[src/logic/sysconf_pkg.sv]
package sysconf_pkg;

	// ------------------------------------------------------------
	// Register map
	// ------------------------------------------------------------
	localparam int          ADDR_W             = 12;
	localparam logic [11:0] CFG_OFFSET         = 12'h000;
	localparam logic [11:0] STATUS_OFFSET      = 12'h004;

	// ------------------------------------------------------------
	// Configuration fields
	// ------------------------------------------------------------
	localparam int          CFG_CPU_CLK_BIT    = 1;
	localparam int          CFG_SLOW_SMALL_BIT = 2;
	localparam int          CFG_FAST_EE_BIT    = 3;
	localparam int          CFG_SLOW_LARGE_BIT = 4;
	localparam int          CFG_HALF_RATE_BIT  = 5;
	localparam logic [7:0]  CFG_RESET          = 8'h00;
	localparam logic [7:0]  CFG_WRITABLE_MASK  = 8'h3E;

	// ------------------------------------------------------------
	// Status fields
	// ------------------------------------------------------------
	localparam int          STAT_STRAP_LOW_BIT = 0;
	localparam int          STAT_STRAP_HIGH_BIT = 1;
	localparam int          STAT_PGM_BUSY_BIT  = 3;
	localparam logic [1:0]  STRAP_RESET        = 2'h3;

	// ------------------------------------------------------------
	// Boot addresses and wait states
	// ------------------------------------------------------------
	localparam logic [15:0] IRE_START_ADDR     = 16'h0000;
	localparam logic [15:0] BOOT_ROM_ADDR      = 16'hF000;
	localparam logic        EE_WAIT_FAST       = 1'b0;
	localparam logic        EE_WAIT_SLOW       = 1'b1;
	localparam int          CPU_DIV_DEFAULT    = 2;

	// ------------------------------------------------------------
	// Boot sequence states
	// ------------------------------------------------------------
	typedef enum logic [4:0] {
		ST_RESET_HOLD = 5'h01,
		ST_DECIDE     = 5'h02,
		ST_RUN_IRE    = 5'h04,
		ST_RUN_ISP    = 5'h08,
		ST_RUN_TEST   = 5'h10
	} boot_state_type;

endpackage : sysconf_pkg

[src/logic/clk_ctl_if.sv]
`timescale 1ns/10ps
`default_nettype none

interface clk_ctl_if;
	logic cpu_oe;
	logic half_en;
	logic slow_small_en;
	logic slow_large_en;

	modport ctl (
		output cpu_oe,
		output half_en,
		output slow_small_en,
		output slow_large_en
	);

	modport pins (
		input  cpu_oe,
		input  half_en,
		input  slow_small_en,
		input  slow_large_en
	);
endinterface : clk_ctl_if

`default_nettype wire

[src/logic/sysconf_top.sv]
// Function
// - Straps decode: high strap low test, low strap low programming, else internal.
// - Both straps high: empty program memory picks programming, else internal run.
// - Strap pull-ups enabled only during reset while straps are sampled.
// - Internal run mode starts execution at address zero.
// - Programming mode starts execution in the boot ROM routine.
// - Configuration register is eight bits, bits 1 to 5 read/write, others read zero, cleared by reset.
// - Layout: half-rate, large slow, fast data, small slow, cpu clock enables.
// - Configuration contents survive every power mode change.
// - CPU clock pin floats when disabled, carries CPU clock when enabled.
// - Small package slow clock pin floats or drives per its enable.
// - Large package slow clock pin floats or drives per its enable.
// - Fast data bit gives zero wait states, otherwise one.
// - Half-rate pin drives CPU clock over two when enabled and cpu off.
// - Strap levels captured at reset into read-only status bits.
//
// Added by the designer: the APB slave port and the register offsets.
`timescale 1ns/10ps
`default_nettype none

module sysconf_top
	import sysconf_pkg::*;
#(
	parameter int CPU_DIV = CPU_DIV_DEFAULT
) (
	input  wire logic        clk_i,
	input  wire logic        rstn_i,
	input  wire logic        psel_i,
	input  wire logic        penable_i,
	input  wire logic        pwrite_i,
	input  wire logic [11:0] paddr_i,
	input  wire logic [31:0] pwdata_i,
	input  wire logic [3:0]  pstrb_i,
	output logic             pready_o,
	output logic [31:0]      prdata_o,
	output logic             pslverr_o,
	input  wire logic        mode_strap_low_i,
	input  wire logic        mode_strap_high_i,
	output logic             strap_pullup_en_o,
	input  wire logic        program_memory_empty_i,
	input  wire logic        program_busy_i,
	input  wire logic        slow_clk_i,
	output logic             cpu_clock_pin_o,
	output logic             cpu_clock_pin_oe_o,
	output logic             half_rate_clock_pin_o,
	output logic             half_rate_clock_pin_oe_o,
	output logic             slow_clock_pin_small_o,
	output logic             slow_clock_pin_small_oe_o,
	output logic             slow_clock_pin_large_o,
	output logic             slow_clock_pin_large_oe_o,
	input  wire logic        ee_req_i,
	output logic             ee_ack_o,
	output logic             ee_wait_states_o,
	output logic             cpu_start_o,
	output logic [15:0]      cpu_start_addr_o,
	output logic             test_mode_o,
	output logic             in_system_programming_mode_o,
	output logic             internal_memory_run_mode_o
);

	// ------------------------------------------------------------
	// Declarations
	// ------------------------------------------------------------
	logic [7:0]     cfg_q;
	logic [31:0]    prdata_q;
	logic           pslverr_q;
	logic [1:0]     captured_strap_bits;
	boot_state_type state_q;
	logic           start_q;
	logic [15:0]    start_addr_q;
	logic           ee_busy_q;
	logic           ee_wait_q;
	logic           setup_phase;
	logic           access_phase;
	logic           wr_cfg;

	clk_ctl_if clk_ctl ();

	// ------------------------------------------------------------
	// Decode helpers
	// ------------------------------------------------------------
	function automatic logic is_mapped(input logic [11:0] addr);
		logic hit;
		hit = 1'b0;
		if (addr == CFG_OFFSET) begin
			hit = 1'b1;
		end else if (addr == STATUS_OFFSET) begin
			hit = 1'b1;
		end
		return hit;
	endfunction : is_mapped

	function automatic logic [31:0] read_word(
		input logic [11:0] addr,
		input logic [7:0]  cfg,
		input logic [1:0]  straps,
		input logic        busy
	);
		logic [31:0] w;
		w = 32'h0000_0000;
		if (addr == CFG_OFFSET) begin
			w[7:0] = cfg;
		end else if (addr == STATUS_OFFSET) begin
			w[STAT_STRAP_LOW_BIT]  = straps[0];
			w[STAT_STRAP_HIGH_BIT] = straps[1];
			w[STAT_PGM_BUSY_BIT]   = busy;
		end
		return w;
	endfunction : read_word

	// ------------------------------------------------------------
	// APB slave
	// ------------------------------------------------------------
	assign setup_phase  = psel_i & ~penable_i;
	assign access_phase = psel_i & penable_i;
	assign pready_o     = access_phase;
	assign prdata_o     = prdata_q;
	assign pslverr_o    = pslverr_q & access_phase;
	assign wr_cfg       = access_phase & pwrite_i & ~pslverr_q
	                      & (paddr_i == CFG_OFFSET) & pstrb_i[0];

	always_ff @(posedge clk_i) begin
		if (!rstn_i) begin
			prdata_q  <= 32'h0000_0000;
			pslverr_q <= 1'b0;
		end else if (setup_phase) begin
			prdata_q  <= pwrite_i ? 32'h0000_0000
			             : read_word(paddr_i, cfg_q, captured_strap_bits, program_busy_i);
			pslverr_q <= ~is_mapped(paddr_i) | (pwrite_i & (paddr_i == STATUS_OFFSET));
		end
	end

	// ------------------------------------------------------------
	// Configuration register
	// ------------------------------------------------------------
	// Cleared at reset
	always_ff @(posedge clk_i) begin
		if (!rstn_i) begin
			cfg_q <= CFG_RESET;
		end else if (wr_cfg) begin
			cfg_q <= pwdata_i[7:0] & CFG_WRITABLE_MASK;
		end
	end

	assign clk_ctl.cpu_oe        = cfg_q[CFG_CPU_CLK_BIT];
	assign clk_ctl.half_en       = cfg_q[CFG_HALF_RATE_BIT];
	assign clk_ctl.slow_small_en = cfg_q[CFG_SLOW_SMALL_BIT];
	assign clk_ctl.slow_large_en = cfg_q[CFG_SLOW_LARGE_BIT];

	// ------------------------------------------------------------
	// Strap capture and clock pins
	// ------------------------------------------------------------
	strap_capture u_strap (
		.clk_i        (clk_i),
		.rstn_i       (rstn_i),
		.strap_low_i  (mode_strap_low_i),
		.strap_high_i (mode_strap_high_i),
		.pullup_en_o  (strap_pullup_en_o),
		.captured_o   (captured_strap_bits)
	);

	clock_pins #(
		.CPU_DIV (CPU_DIV)
	) u_clk (
		.clk_i           (clk_i),
		.rstn_i          (rstn_i),
		.slow_clk_i      (slow_clk_i),
		.ctl             (clk_ctl.pins),
		.cpu_pin_o       (cpu_clock_pin_o),
		.cpu_oe_o        (cpu_clock_pin_oe_o),
		.half_pin_o      (half_rate_clock_pin_o),
		.half_oe_o       (half_rate_clock_pin_oe_o),
		.slow_small_o    (slow_clock_pin_small_o),
		.slow_small_oe_o (slow_clock_pin_small_oe_o),
		.slow_large_o    (slow_clock_pin_large_o),
		.slow_large_oe_o (slow_clock_pin_large_oe_o)
	);

	// ------------------------------------------------------------
	// Boot sequence
	// ------------------------------------------------------------
	always_ff @(posedge clk_i) begin
		if (!rstn_i) begin
			state_q <= ST_RESET_HOLD;
		end else begin
			case (state_q)
				ST_RESET_HOLD: begin
					state_q <= ST_DECIDE;
				end
				ST_DECIDE: begin
					if (!captured_strap_bits[1]) begin
						state_q <= ST_RUN_TEST;
					end else if (!captured_strap_bits[0]) begin
						state_q <= ST_RUN_ISP;
					end else if (program_memory_empty_i) begin
						state_q <= ST_RUN_ISP;
					end else begin
						state_q <= ST_RUN_IRE;
					end
				end
				default: begin
					state_q <= state_q;
				end
			endcase
		end
	end

	always_ff @(posedge clk_i) begin
		if (!rstn_i) begin
			start_q      <= 1'b0;
			start_addr_q <= IRE_START_ADDR;
		end else begin
			start_q <= (state_q == ST_DECIDE) & captured_strap_bits[1];
			if (state_q == ST_DECIDE) begin
				if (captured_strap_bits == STRAP_RESET && !program_memory_empty_i) begin
					start_addr_q <= IRE_START_ADDR;
				end else begin
					start_addr_q <= BOOT_ROM_ADDR;
				end
			end
		end
	end

	assign cpu_start_o                  = start_q;
	assign cpu_start_addr_o             = start_addr_q;
	assign test_mode_o                  = (state_q == ST_RUN_TEST);
	assign in_system_programming_mode_o = (state_q == ST_RUN_ISP);
	assign internal_memory_run_mode_o   = (state_q == ST_RUN_IRE);

	// ------------------------------------------------------------
	// Data memory wait states
	// ------------------------------------------------------------
	// Wait state select
	assign ee_wait_states_o = cfg_q[CFG_FAST_EE_BIT] ? EE_WAIT_FAST : EE_WAIT_SLOW;

	always_ff @(posedge clk_i) begin
		if (!rstn_i) begin
			ee_busy_q <= 1'b0;
			ee_wait_q <= 1'b0;
		end else if (!ee_busy_q) begin
			ee_busy_q <= ee_req_i;
			ee_wait_q <= ee_wait_states_o;
		end else if (ee_wait_q) begin
			ee_wait_q <= 1'b0;
		end else begin
			ee_busy_q <= 1'b0;
		end
	end

	assign ee_ack_o = ee_busy_q & ~ee_wait_q;
endmodule : sysconf_top

`default_nettype wire

[src/logic/strap_capture.sv]
`timescale 1ns/10ps
`default_nettype none

module strap_capture
	import sysconf_pkg::*;
(
	input  wire logic       clk_i,
	input  wire logic       rstn_i,
	input  wire logic       strap_low_i,
	input  wire logic       strap_high_i,
	output logic            pullup_en_o,
	output logic [1:0]      captured_o
);

	logic       pullup_q;
	logic [1:0] strap_q;

	always_ff @(posedge clk_i) begin
		if (!rstn_i) begin
			pullup_q <= 1'b1;
		end else begin
			pullup_q <= 1'b0;
		end
	end

	always_ff @(posedge clk_i) begin
		if (!rstn_i) begin
			strap_q <= {strap_high_i, strap_low_i};
		end
	end

	assign pullup_en_o = pullup_q;
	assign captured_o  = strap_q;

endmodule : strap_capture

`default_nettype wire

[src/logic/clock_pins.sv]
`timescale 1ns/10ps
`default_nettype none

module clock_pins #(
	parameter int CPU_DIV = 2
) (
	input  wire logic clk_i,
	input  wire logic rstn_i,
	input  wire logic slow_clk_i,
	clk_ctl_if.pins   ctl,
	output logic      cpu_pin_o,
	output logic      cpu_oe_o,
	output logic      half_pin_o,
	output logic      half_oe_o,
	output logic      slow_small_o,
	output logic      slow_small_oe_o,
	output logic      slow_large_o,
	output logic      slow_large_oe_o
);

	localparam int CNT_W = $clog2(CPU_DIV + 1);

	generate
		if (CPU_DIV < 1) begin : g_bad_div
			$error("CPU_DIV must be at least 1");
		end
	endgenerate

	logic [CNT_W-1:0] div_q;
	logic             tick;
	logic             cpu_q;
	logic             half_q;

	assign tick = (div_q == CNT_W'(CPU_DIV - 1));

	always_ff @(posedge clk_i) begin
		if (!rstn_i || tick) begin
			div_q <= '0;
		end else begin
			div_q <= div_q + CNT_W'(1);
		end
	end

	always_ff @(posedge clk_i) begin
		if (!rstn_i) begin
			cpu_q  <= 1'b0;
			half_q <= 1'b0;
		end else if (tick) begin
			cpu_q <= ~cpu_q;
			if (cpu_q) begin
				half_q <= ~half_q;
			end
		end
	end

	assign cpu_pin_o       = cpu_q;
	assign cpu_oe_o        = ctl.cpu_oe;
	assign half_pin_o      = half_q;
	assign half_oe_o       = ctl.half_en & ~ctl.cpu_oe;
	assign slow_small_o    = slow_clk_i;
	assign slow_small_oe_o = ctl.slow_small_en;
	assign slow_large_o    = slow_clk_i;
	assign slow_large_oe_o = ctl.slow_large_en;

endmodule : clock_pins

`default_nettype wire

[config.mk]
export PLATFORM = sky130hd
export DESIGN_NAME = sysconf_top
export DESIGN_NICKNAME = d
export VERILOG_FILES = /design/src/logic/sysconf_pkg.sv /design/src/logic/clk_ctl_if.sv /design/src/logic/sysconf_top.sv /design/src/logic/strap_capture.sv /design/src/logic/clock_pins.sv
export SDC_FILE = /design/constraint.sdc
export NUM_CORES = 1
export LEC_CHECK = 0
export BUFFER_PORTS_ARGS = -buffer_cell sky130_fd_sc_hd__buf_4
export CAP_MARGIN = 20
export CORE_ASPECT_RATIO = 0.75
export CORE_UTILIZATION = 35
export CTS_CLUSTER_SIZE = 20
export DETAILED_ROUTE_END_ITERATION = 16
export PLACE_DENSITY = 0.77
export RECOVER_POWER = 50
export SETUP_SLACK_MARGIN = 0.02
export SYNTH_ARGS = -nofsm -noshare
export SYNTH_HDL_FRONTEND = slang
export SYNTH_SLANG_ARGS = --single-unit
export TNS_END_PERCENT = 30
[constraint.sdc]
create_clock -name clk_i -period 1.5 [get_ports clk_i]
set_input_delay 0.075 -clock clk_i [delete_from_list [all_inputs] [get_ports clk_i]]
set_output_delay 0.075 -clock clk_i [all_outputs]
set_load 0.005 [all_outputs]
-- Word-level counts from Yosys, hierarchy flattened
Index checks and enable logic that the tools add are counted.
- bits in registers: 69
- input bits: 59
- logic and storage cells: 70
- output and inout bits: 65
- RAM bits: 0
- bits in read-only memories: 0
- memories kept: 0
- latch bits: 0
- $add $sub $neg: 1
- shift operators: 0
- div/mod/pow operators: 0
- $mul: 0
- $lt $le $gt $ge: 0
- reductions and logical operators: 8
- bitwise gates (word level): 20
- equal/unequal tests: 8
- multiplexer cells: 20
- operators by type and width (cell ; number):
    16-bit 2-to-1 mux ; 1
    12-bit by 3-bit equality test with 1-bit output (second input constant) ; 1
    12-bit zero test ; 1
    1-bit bitwise AND ; 11
    1-bit 2-to-1 mux ; 11
    5-bit case mux with 2 select lines ; 1
    4-bit 2-to-1 mux ; 2
    8-bit 2-to-1 mux ; 1
    1-bit inverter ; 8
    2-bit 2-to-1 mux ; 3
    5-bit by 1-bit equality test with 1-bit output (second input constant) ; 1
    5-bit by 2-bit equality test with 1-bit output (second input constant) ; 1
    5-bit by 3-bit equality test with 1-bit output (second input constant) ; 1
    5-bit by 4-bit equality test with 1-bit output (second input constant) ; 1
    5-bit equality test (second input constant) ; 1
    5-bit 2-to-1 mux ; 1
    2-bit by 1-bit adder with 2-bit output (second input constant) ; 1
    2-bit by 1-bit equality test with 1-bit output (second input constant) ; 1
    2-bit equality test (second input constant) ; 1
    1-bit zero test ; 2
    2-bit AND reduction ; 1
    2-bit nonzero test ; 1
    2-bit OR reduction ; 1
    1-bit logical AND ; 1
    other kinds (2) ; 2

-- Longest topological paths before layout
Gate-level depths: netlist of run 1.
- depth after elaboration: 7
- gate-level depth with buffers: 5
- mapped depth without buffers: 5

-- By module
From an unflattened synthesis of run 1, not the netlist that was laid out.
- cells, all modules: 170
- area total of the unflattened synthesis: 1498.9 um^2
- modules (own cells, without submodules) (module ; instances ; seq. area each (um^2) ; area each (um^2) ; cells each):
    sysconf_top ; 1 ; 420.4 ; 1222.4 ; 145
    clock_pins ; 1 ; 80.1 ; 192.7 ; 21
    strap_capture ; 1 ; 80.1 ; 83.8 ; 4

-- Worst setup path before layout of run 1
Ideal clock, no wire load.
- path kind: input-to-reg
- start: input port paddr_i[4]
- end: register cfg_q[1]
- setup slack: -0.011 ns
- setup time: 0.132 ns
- path buffers: 0
- stages on the path: 4
- required time: 1.368 ns
- arrival time: 1.379 ns
- path through: or4_4 -> or4_4 -> o21ai_1 -> a21oi_1
- word-level cells in the longest chain between the ends: 3
- RTL lines (item ; line ; RTL):
    start: declaration ; sysconf_top.sv:31 ; input wire logic [11:0] paddr_i,
    12-bit zero test ; sysconf_top.sv:120 ; & (paddr_i == CFG_OFFSET) & pstrb_i[0];
    1-bit bitwise AND (2 in series) ; sysconf_top.sv:120 ;
    end signal: assignment ; sysconf_top.sv:141 ; cfg_q <= pwdata_i[7:0] & CFG_WRITABLE_MASK;
    end: declaration ; sysconf_top.sv:64 ; logic [7:0] cfg_q;
Every way passes these cells.
A chain may end at the register's enable or synchronous reset.

-- Worst setup path in the final report of run 1
- start: register state_q[4]
- end: register start_addr_q[14] (netlist: cpu_start_addr_o[14])
- word-level cells in the longest chain between the ends: 1
- RTL lines (item ; line ; RTL):
    start: declaration ; sysconf_top.sv:68 ; boot_state_type state_q;
    start signal: assignment ; sysconf_top.sv:202 ; state_q <= state_q;
    5-bit by 2-bit equality test with 1-bit output ; sysconf_top.sv:214 ; if (state_q == ST_DECIDE) begin
    end signal: assignment ; sysconf_top.sv:211 ; start_addr_q <= IRE_START_ADDR;
    end signal: assignment ; sysconf_top.sv:216 ; start_addr_q <= IRE_START_ADDR;
    end signal: assignment ; sysconf_top.sv:218 ; start_addr_q <= BOOT_ROM_ADDR;
    end: declaration ; sysconf_top.sv:70 ; logic [15:0] start_addr_q;
Every way passes these cells.

==> impl_metrics.toml, run 1 <==
[status]
status = "completed"

[clocking]
cts.htree.levels = 1
cts-root-buf = "clkbuf_8"
cts_buffer_depth = 2
clock_sinks = 28
post_cts_buffers = 0
cts_made_buffers = 3
cts.clk_slew.worst_paths_ps = 90
cts_tree = "yes"
clk_latency_ps = 270
cts-resized-gates = 0

[synthesis]
synth.area.mux_share_pct = 1.352
yosys-top-cells-area = "dfxtp_1 35%, buf_4 22%, edfxtp_1 4.1%"
yosysWarnings = 0
synthAdderAreaFrac_pct = 0.8453
netlist_area_sq_um = 1480
synth_simple_gate_area_share_pct = 24.01
synth_xor_area_share_pct = 1.183
synth_cell_types = 36
synth_top_family_by_area = "simple AND/OR/NAND/NOR gates"
synth-compound-area-share_pct = 9.298
seq_area_frac_synth_pct = 39.22
netlist_instances = 167
yosysTopAreaCell = "dfxtp_1"
avgSynthCellArea_sq_um = 8.863
ys_seq_elements = 28
synth.top_cell.area_share_pct = 35.16

[timing]
slew_violations = 0
slew_headroom_pct = 65.94
fin_skew_ps = 4.877
grt_setup_unrepaired = "false"
finalHoldViolations = 0
worst_pin_slew_ps = 510.9
min_period_ps = 1425
fmax_ghz = 0.7020
setup_viol = 0
period_share_pct = 94.97

[placed_design]
dp_cells = 273
portBuffers = 52
hpwl_mm = 2.387
place.gp.congestion = 0.7436
place_area_sq_um = 1804

[global_route]
grt_pass1_wl_mm = 4.747
gr-total-overflow = 0
grtUsageTotal_pct = 13.63
antenna_found_initial = 0
grt_max_degree = 16
first_global_vias = 959

[floorplan]
coreArea_sq_um = 4054
die_area_sq_um = 4496
fp.dieW_microns = 77.09
pin_count = 124
start_util_pct = 36.51
rows = 20
die_h_microns = 58.32

[min_path]
hp-class = "primary input to flip-flop"

[cells_and_area]
diodes = 0
final_cell_mix = "39 x buf_4, 38 x conb_1, 26 x dfxtp_1, 18 x clkbuf_4, 16 x nor2_1"
nNetsFinal = 285
multi_input_area_sq_um = 685.7
syn_to_final_growth_pct = 25.53
fillerInstances = 427
final_cells = 279
final_area_sq_um = 1858
regArea_sq_um = 580.6
drive_gt1_share_pct = 29.91
layout_commonest_cell = "buf_4"

[setup_path]
path_class = "flip-flop to flip-flop"
startpoint_type = "flip-flop"
required_ps = 1650
worstPathMaxFanout = 5
worst_setup_path_end_kind = "flip-flop"
arrival_ps = 1580

[pwr]
p_per_area_nw_per_um2 = 788.4
finalPower_mw = 1.465
power_leakage_nw = 0.8556
ir_drop_mv = 0.5395

[routing]
num_vias = 1195
drc = 0
drt_pre_antenna_iters = 4
route.detailed.wl_per_inst_microns = 10.77
vias_per_cell = 4.283
routed_wl_mm = 3.006
drtIter0Drc = 59
ant_nets = 0

[run]
cap_violations = 0
## synthesized netlist by cell type
master / n
a21oi_1: 9
a22oi_1: 5
a31oi_1: 2
and2_1: 1
and3_1: 5
and4b_1: 1
buf_4: 43
clkbuf_1: 3
conb_1: 1
dfxtp_1: 26
edfxtp_1: 2
ha_1: 1
inv_1: 5
mux2i_1: 2
nand2_1: 6
nand2b_1: 3
nand3_1: 6
nand4_1: 1
nor2_1: 16
nor2b_1: 3
nor3_1: 3
nor3b_2: 1
nor4_1: 1
nor4_2: 1
nor4_4: 1
nor4bb_1: 1
o21a_1: 1
o21ai_0: 2
o21ai_1: 5
or3_1: 2
or3b_2: 1
or4_1: 1
or4_4: 3
or4bb_1: 1
xnor2_1: 1
xor2_1: 1
## power breakdown
part	total [mW]	internal (mW)	switching, mW
clock network	0.404	0.190	0.214
logic	0.239	0.127	0.112
registers	0.822	0.792	0.0302
total	1.46	1.11	0.356
## flip-flops by register name, indices dropped and copies added, names as in the netlist
name                 count
cpu_start_o              1
u_clk.div_q              2
u_clk.half_pin_o         1
u_strap.pullup_en_o      1
state_q                  5
cfg_q                    5
ee_busy_q                1
prdata_o                 6
cpu_start_addr_o         1
u_clk.cpu_pin_o          1
u_strap.captured_o       2
ee_wait_q                1
pslverr_q                1
## path summary, 6_finish.rpt
check | startpoint | endpoint | slack (ps) | depth (start not counted)
worst max-delay path | state_q[4]$_SDFFE_PN0P_ | cpu_start_addr_o[14]$_SDFFE_PN0P_ | 80 | 4
worst min-delay path | ee_req_i | ee_busy_q$_SDFF_PN0_ | 40 | 3
worst max register to register | state_q[4]$_SDFFE_PN0P_ | cpu_start_addr_o[14]$_SDFFE_PN0P_ | 80 | 4
worst min register to register | u_clk.div_q[0]$_SDFF_PP0_ | u_clk.div_q[0]$_SDFF_PP0_ | 420 | 1
## cells by family after synthesis
logic type,after synthesis
buf+inv,51
simple gates,58
mux,2
compound gates,24
other cells,1
fa+ha+maj,1
xor+xnor,2
flops,28
## stage by stage
stage	utilization, %	hold slack, ps	worst slack, ps	setup TNS [ps]
6_report	45.83	44.46	75.46	0
5_1_grt	45.83	52.84	29.97	0
4_1_cts	46.11	19.80	71.08	0
3_5_place_dp	44.51	150.1	-126.6	-931.1
3_3_place_gp	44.51	150.1	-100.5	-698.8
2_1_floorplan	-	136.9	-11.08	-55.39
## worst max-delay path, stage by stage, from the launching register on
cell     delay [ps]
dfxtp_1         360
or3_1           420
nor3b_2         240
and4b_1         230
nor3_1           50
## routing by layer
metal,track usage (%),vias to the layer above,wire [microns]
met5,0,-,0
li1,-,603,-
met4,1.617,0,4
met1,19.11,549,1458
met2,21.68,41,1390
met3,3.876,2,152
## area by class of cell
class | count | share of cell area, %
clock buffer | 4 | 2.424
inverter | 5 | 1.010
multi-input combinational | 125 | 36.90
sequential | 28 | 31.25
tap | 55 | 3.704
timing repair buffer | 62 | 24.71
## repair_timing
item                                    in CTS  in global routing
endpoints found under the setup margin       0                  0
hold endpoints to repair                     2                  0
hold buffers                                 2                  0
Note: power is estimated with default switching activity, not from simulation.
==> run 2: changes to the inputs <==
Settings changed: MAX_ROUTING_LAYER from default to met4.
==> run 2 against run 1 <==
  * Core utilization is the same
  * Cell area is the same
  * Register-to-register slack is essentially flat
  * Largest cell class unchanged
  * Highest routed layer unchanged
==> impl_metrics.toml, run 2 (same netlist as run 1, synthesis figures left out) <==
[cells_and_area]
utilization_pct = 45.83
fillerInstances = 427
diodes = 0
syn_to_final_growth_pct = 25.53
nNetsFinal = 285
largest_reg_flops = 6
final_cell_mix = "40 x buf_4, 38 x conb_1, 26 x dfxtp_1, 17 x clkbuf_4, 16 x nor2_1"
multi_input_area_sq_um = 685.7
layout_commonest_cell = "buf_4"
drive_gt1_share_pct = 29.91
regArea_sq_um = 580.6
final_area_sq_um = 1858

[timing]
period_share_pct = 94.68
fmax_ghz = 0.7041
hold_ws_ps = 48.80
slew_headroom_pct = 66.14
setup_viol = 0
min_period_ps = 1420
slew_violations = 0
worst_pin_slew_ps = 507.9
fin_skew_ps = 5.622
final.setup.tns_ps = 0
grt_setup_unrepaired = "false"
finalHoldViolations = 0

[clocking]
post_cts_buffers = 0
cts.htree.levels = 1
postCtsHoldBufs = 2
clock_sinks = 28
cts_tree = "yes"
cts_made_buffers = 3
cts_buffer_depth = 2
cts.clk_slew.worst_paths_ps = 90
clk_latency_ps = 270
cts-resized-gates = 0
cts-root-buf = "clkbuf_8"

[status]
status = "completed"

[routing]
vias_per_cell = 4.287
routed_wl_mm = 2.991
num_vias = 1196
top_layer_used = "met4"
ant_nets = 0
drt_pre_antenna_iters = 4
drc = 0
met2_wirelength_mm = 1.381
route.detailed.wl_per_inst_microns = 10.72
wl_met3_microns = 146
routedLengthMet1_mm = 1.458
drtIter0Drc = 66

[setup_path]
startpoint_type = "flip-flop"
worst_setup_path_end_kind = "flip-flop"
reg2reg_from = "state_q[4]$_SDFFE_PN0P_"
arrival_ps = 1570
crit_start = "state_q[4]$_SDFFE_PN0P_"
worstPathMaxFanout = 5
r2r_setup_slack_ps = 80
required_ps = 1650
cp-endpoint = "cpu_start_addr_o[14]$_SDFFE_PN0P_"
reg2reg_to = "cpu_start_addr_o[14]$_SDFFE_PN0P_"
path_class = "flip-flop to flip-flop"
r2r_cells = 4

[pwr]
ir_drop_mv = 0.5370
p_int_mw = 1.109
pwr-share-seq_pct = 56.1
switchingPower_mw = 0.3551
p_comb_share_pct = 16.3
p_per_area_nw_per_um2 = 787.9
clkPwrFrac_pct = 27.6
swShare_pct = 24.26
power_leakage_nw = 0.8561
finalPower_mw = 1.464

[run]
cap_violations = 0

[placed_design]
hpwl_mm = 2.387
place_area_sq_um = 1804
place.gp.congestion = 0.7529
portBuffers = 52

[global_route]
gr-total-overflow = 0
grtUsageTotal_pct = 13.95
antenna_found_initial = 0
grt_pass1_wl_mm = 4.719
first_global_vias = 962
grt_max_degree = 16

[floorplan]
fp.dieW_microns = 77.09
die_h_microns = 58.32
die_area_sq_um = 4496
rows = 20
pin_count = 124
coreArea_sq_um = 4054
start_util_pct = 36.51

[min_path]
hp-class = "primary input to flip-flop"
[run 2: cell types whose count changed in the layout (fill, tap and decap cells not counted)]
cell,change
buf_4,+1
clkbuf_4,-1
[run 2: worst min-delay path by stage]
stage | start | endpoint | slack [ps] | cells past startpoint
CTS | rstn_i | state_q[0]$_SDFFE_PN1P_ | 20 | 2
finish | ee_req_i | ee_busy_q$_SDFF_PN0_ | 50 | 3
floorplan | rstn_i | state_q[0]$_SDFFE_PN1P_ | 140 | 1
detailed placement | slow_clk_i | slow_clock_pin_small_o | 150 | 0
global route | pwdata_i[4] | cfg_q[4]$_SDFFE_PN0P_ | 50 | 3
global placement | slow_clk_i | slow_clock_pin_small_o | 150 | 0
[run 2: routing by layer]
metal  track usage, %  vias to the layer above
li1                 -                      602
met2            21.81                       41
met1            18.82                      551
met3            3.721                        2
met5                -                        -
met4            1.617                        0
[run 2: power groups by stage]
stage / Sequential, mW / Clock [mW] / Combinational, mW
after global routing: 0.828 / 0.461 / 0.270
after global placement: 0.838 / 0 / 0.233
after CTS: 0.823 / 0.419 / 0.244
after detailed placement: 0.840 / 0 / 0.239
final: 0.822 / 0.403 / 0.239
after floorplan: 0.834 / 0 / 0.201
[run 2: metrics by stage]
stage | setup slack [ps] | instances
3_3_place_gp | -100.5 | 273
5_1_grt | 29.97 | 279
2_1_floorplan | -11.08 | 204
3_5_place_dp | -126.6 | 273
6_report | 79.73 | 279
4_1_cts | 71.08 | 279
[run 2: layout make-up]
class | instances | share of cell area [%]
Clock buffer | 4 | 2.424
Inverter | 5 | 1.010
Multi-Input combinational cell | 125 | 36.90
Sequential cell | 28 | 31.25
Tap cell | 55 | 3.704
Timing Repair Buffer | 62 | 24.71
[run 2: worst max-delay path: stages, from the launching register on]
cell,delay (ps)
dfxtp_1,360
or3_1,420
nor3b_2,230
and4b_1,230
nor3_1,50
==> run 3: changes to the inputs <==
Settings changed: CAP_MARGIN 20 to 10, CORE_MARGIN from default to 4, CORE_UTILIZATION 35 to 36, CTS_BUF_LIST from default to sky130_fd_sc_hd__clkbuf_4 sky130_fd_sc_hd__clkbuf_8, PLACE_DENSITY 0.77 to 0.79.
==> run 3 against run 2 <==
  * Via count up 2.0%
  * First-iteration DRC count decreased by 29%
  * Clock-buffer cell count is the same
  * Cell area hardly changed
  * Largest cell class unchanged
  * Largest power group unchanged
==> impl_metrics.toml, run 3 (same netlist as run 1, synthesis figures left out) <==
[clocking]
clk_latency_ps = 270
cts_tree = "yes"
cts.clk_slew.worst_paths_ps = 90
cts.htree.levels = 1
cts_made_buffers = 3
cts_buffer_depth = 2
clock_sinks = 28
cts-root-buf = "clkbuf_8"

[cells_and_area]
drive_gt1_share_pct = 29.46
final_cells = 276
syn_to_final_growth_pct = 25.44
largest_reg_flops = 6
final_area_sq_um = 1857
nNetsFinal = 285
diodes = 0
layout_commonest_cell = "buf_4"
final_cell_mix = "40 x buf_4, 38 x conb_1, 26 x dfxtp_1, 16 x nor2_1, 15 x clkbuf_4"

[timing]
fmax_ghz = 0.7211
slew_headroom_pct = 65.28
worst_pin_slew_ps = 520.8
slew_violations = 0
period_share_pct = 92.45
finalHoldViolations = 0
grt_setup_unrepaired = "false"
min_period_ps = 1387
fin_skew_ps = 2.299
setup_viol = 0

[run]
cap_violations = 0

[global_route]
first_global_vias = 1131
use_met3_pct = 4.274
grtUsageTotal_pct = 13.07
grt_max_degree = 16
gr-usage-met1_pct = 16.31
gr-total-overflow = 0
grt_use_met2_pct = 20.67
grt_pass1_wl_mm = 5.264
grt-busiest-layer = "met2"
antenna_found_initial = 0

[min_path]
hp-class = "primary input to flip-flop"
hold_depth = 3

[floorplan]
coreArea_sq_um = 3804
die_h_microns = 63.53
die_area_sq_um = 5212
fp.dieW_microns = 82.04
rows = 19
pin_count = 124
start_util_pct = 38.91

[routing]
num_vias = 1220
drtIter0Drc = 47
ant_nets = 0
vias_per_cell = 4.420
route.detailed.wl_per_inst_microns = 12.15
drc = 0
routed_wl_mm = 3.353
drt_pre_antenna_iters = 4

[pwr]
p_per_area_nw_per_um2 = 821.5
power_leakage_nw = 0.8553
ir_drop_mv = 0.4108

[placed_design]
dp_cells = 270
hpwl_mm = 2.817
place.gp.congestion = 0.8155
portBuffers = 52
place_area_sq_um = 1800

[setup_path]
required_ps = 1650
worstPathMaxFanout = 3
path_class = "flip-flop to flip-flop"
startpoint_type = "flip-flop"
r2r_cells = 4
arrival_ps = 1540
worst_setup_path_end_kind = "flip-flop"

[status]
status = "completed"
## run 3: cell count changes in the layout (fill, tap and decap cells not counted)
cell / previous run / this run
clkbuf_1: 4 / 5
clkbuf_8: 3 / 4
clkbuf_4: 17 / 15
## run 3: final cells by class
| class | count | area [sq um] |
|---|---|---|
| fillers | 376 | 1947 |
| multi-input cells | 125 | 685.7 |
| flip-flops and latches | 28 | 580.6 |
| repair buffers | 62 | 451.7 |
| well taps | 52 | 65.06 |
| clock buffers | 4 | 55.05 |
| inverters | 5 | 18.77 |
## run 3: metrics by stage
| stage | TNS (ps) | total power [mW] | setup WS (ps) | hold slack [ps] | util (%) |
|---|---|---|---|---|---|
| after detailed placement | -1181 | 1.082 | -154.5 | 150.1 | 47.34 |
| after CTS | 0 | 1.537 | 99.17 | 12.59 | 49.31 |
| after global routing | 0 | 1.613 | 25.00 | 43.93 | 48.82 |
| after global placement | -776.6 | 1.073 | -97.05 | 150.1 | 47.34 |
| final | 0 | 1.525 | 113.2 | 29.35 | 48.82 |
| after floorplan | -55.39 | 1.034 | -11.08 | 136.9 | - |
## run 3: worst paths after layout
kind,from,to,slack (ps)
hold / removal,ee_req_i,ee_busy_q$_SDFF_PN0_,30
setup reg to reg,state_q[2]$_SDFFE_PN0P_,cpu_start_addr_o[14]$_SDFFE_PN0P_,110
setup / recovery,state_q[2]$_SDFFE_PN0P_,cpu_start_addr_o[14]$_SDFFE_PN0P_,110
hold reg to reg,u_clk.div_q[0]$_SDFF_PP0_,u_clk.div_q[0]$_SDFF_PP0_,430
## run 3: routing by layer
metal | vias up | part of all wire [%]
li1 | 603 | -
met1 | 565 | 42
met2 | 46 | 50
met3 | 6 | 7.2
met4 | 0 | 1.3
met5 | - | 0
## run 3: where the power goes
| group | internal, mW | total (mW) | switching, mW |
|---|---|---|---|
| Clock | 0.235 | 0.460 | 0.226 |
| Combinational | 0.128 | 0.244 | 0.117 |
| Sequential | 0.792 | 0.821 | 0.0290 |
## run 3: critical path: stages (launching register included)
cell and delay, ps:
dfxtp_1 320, or3_1 430, nor3b_2 220, and4b_1 240
nor3_1 60
## run 3: timing repair
action                                 CTS  global route
hold buffers                             2             0
buffers inserted                         0             0
endpoints found under the hold margin    2             0
setup endpoints to repair                0             0
gates resized for setup                  0             0
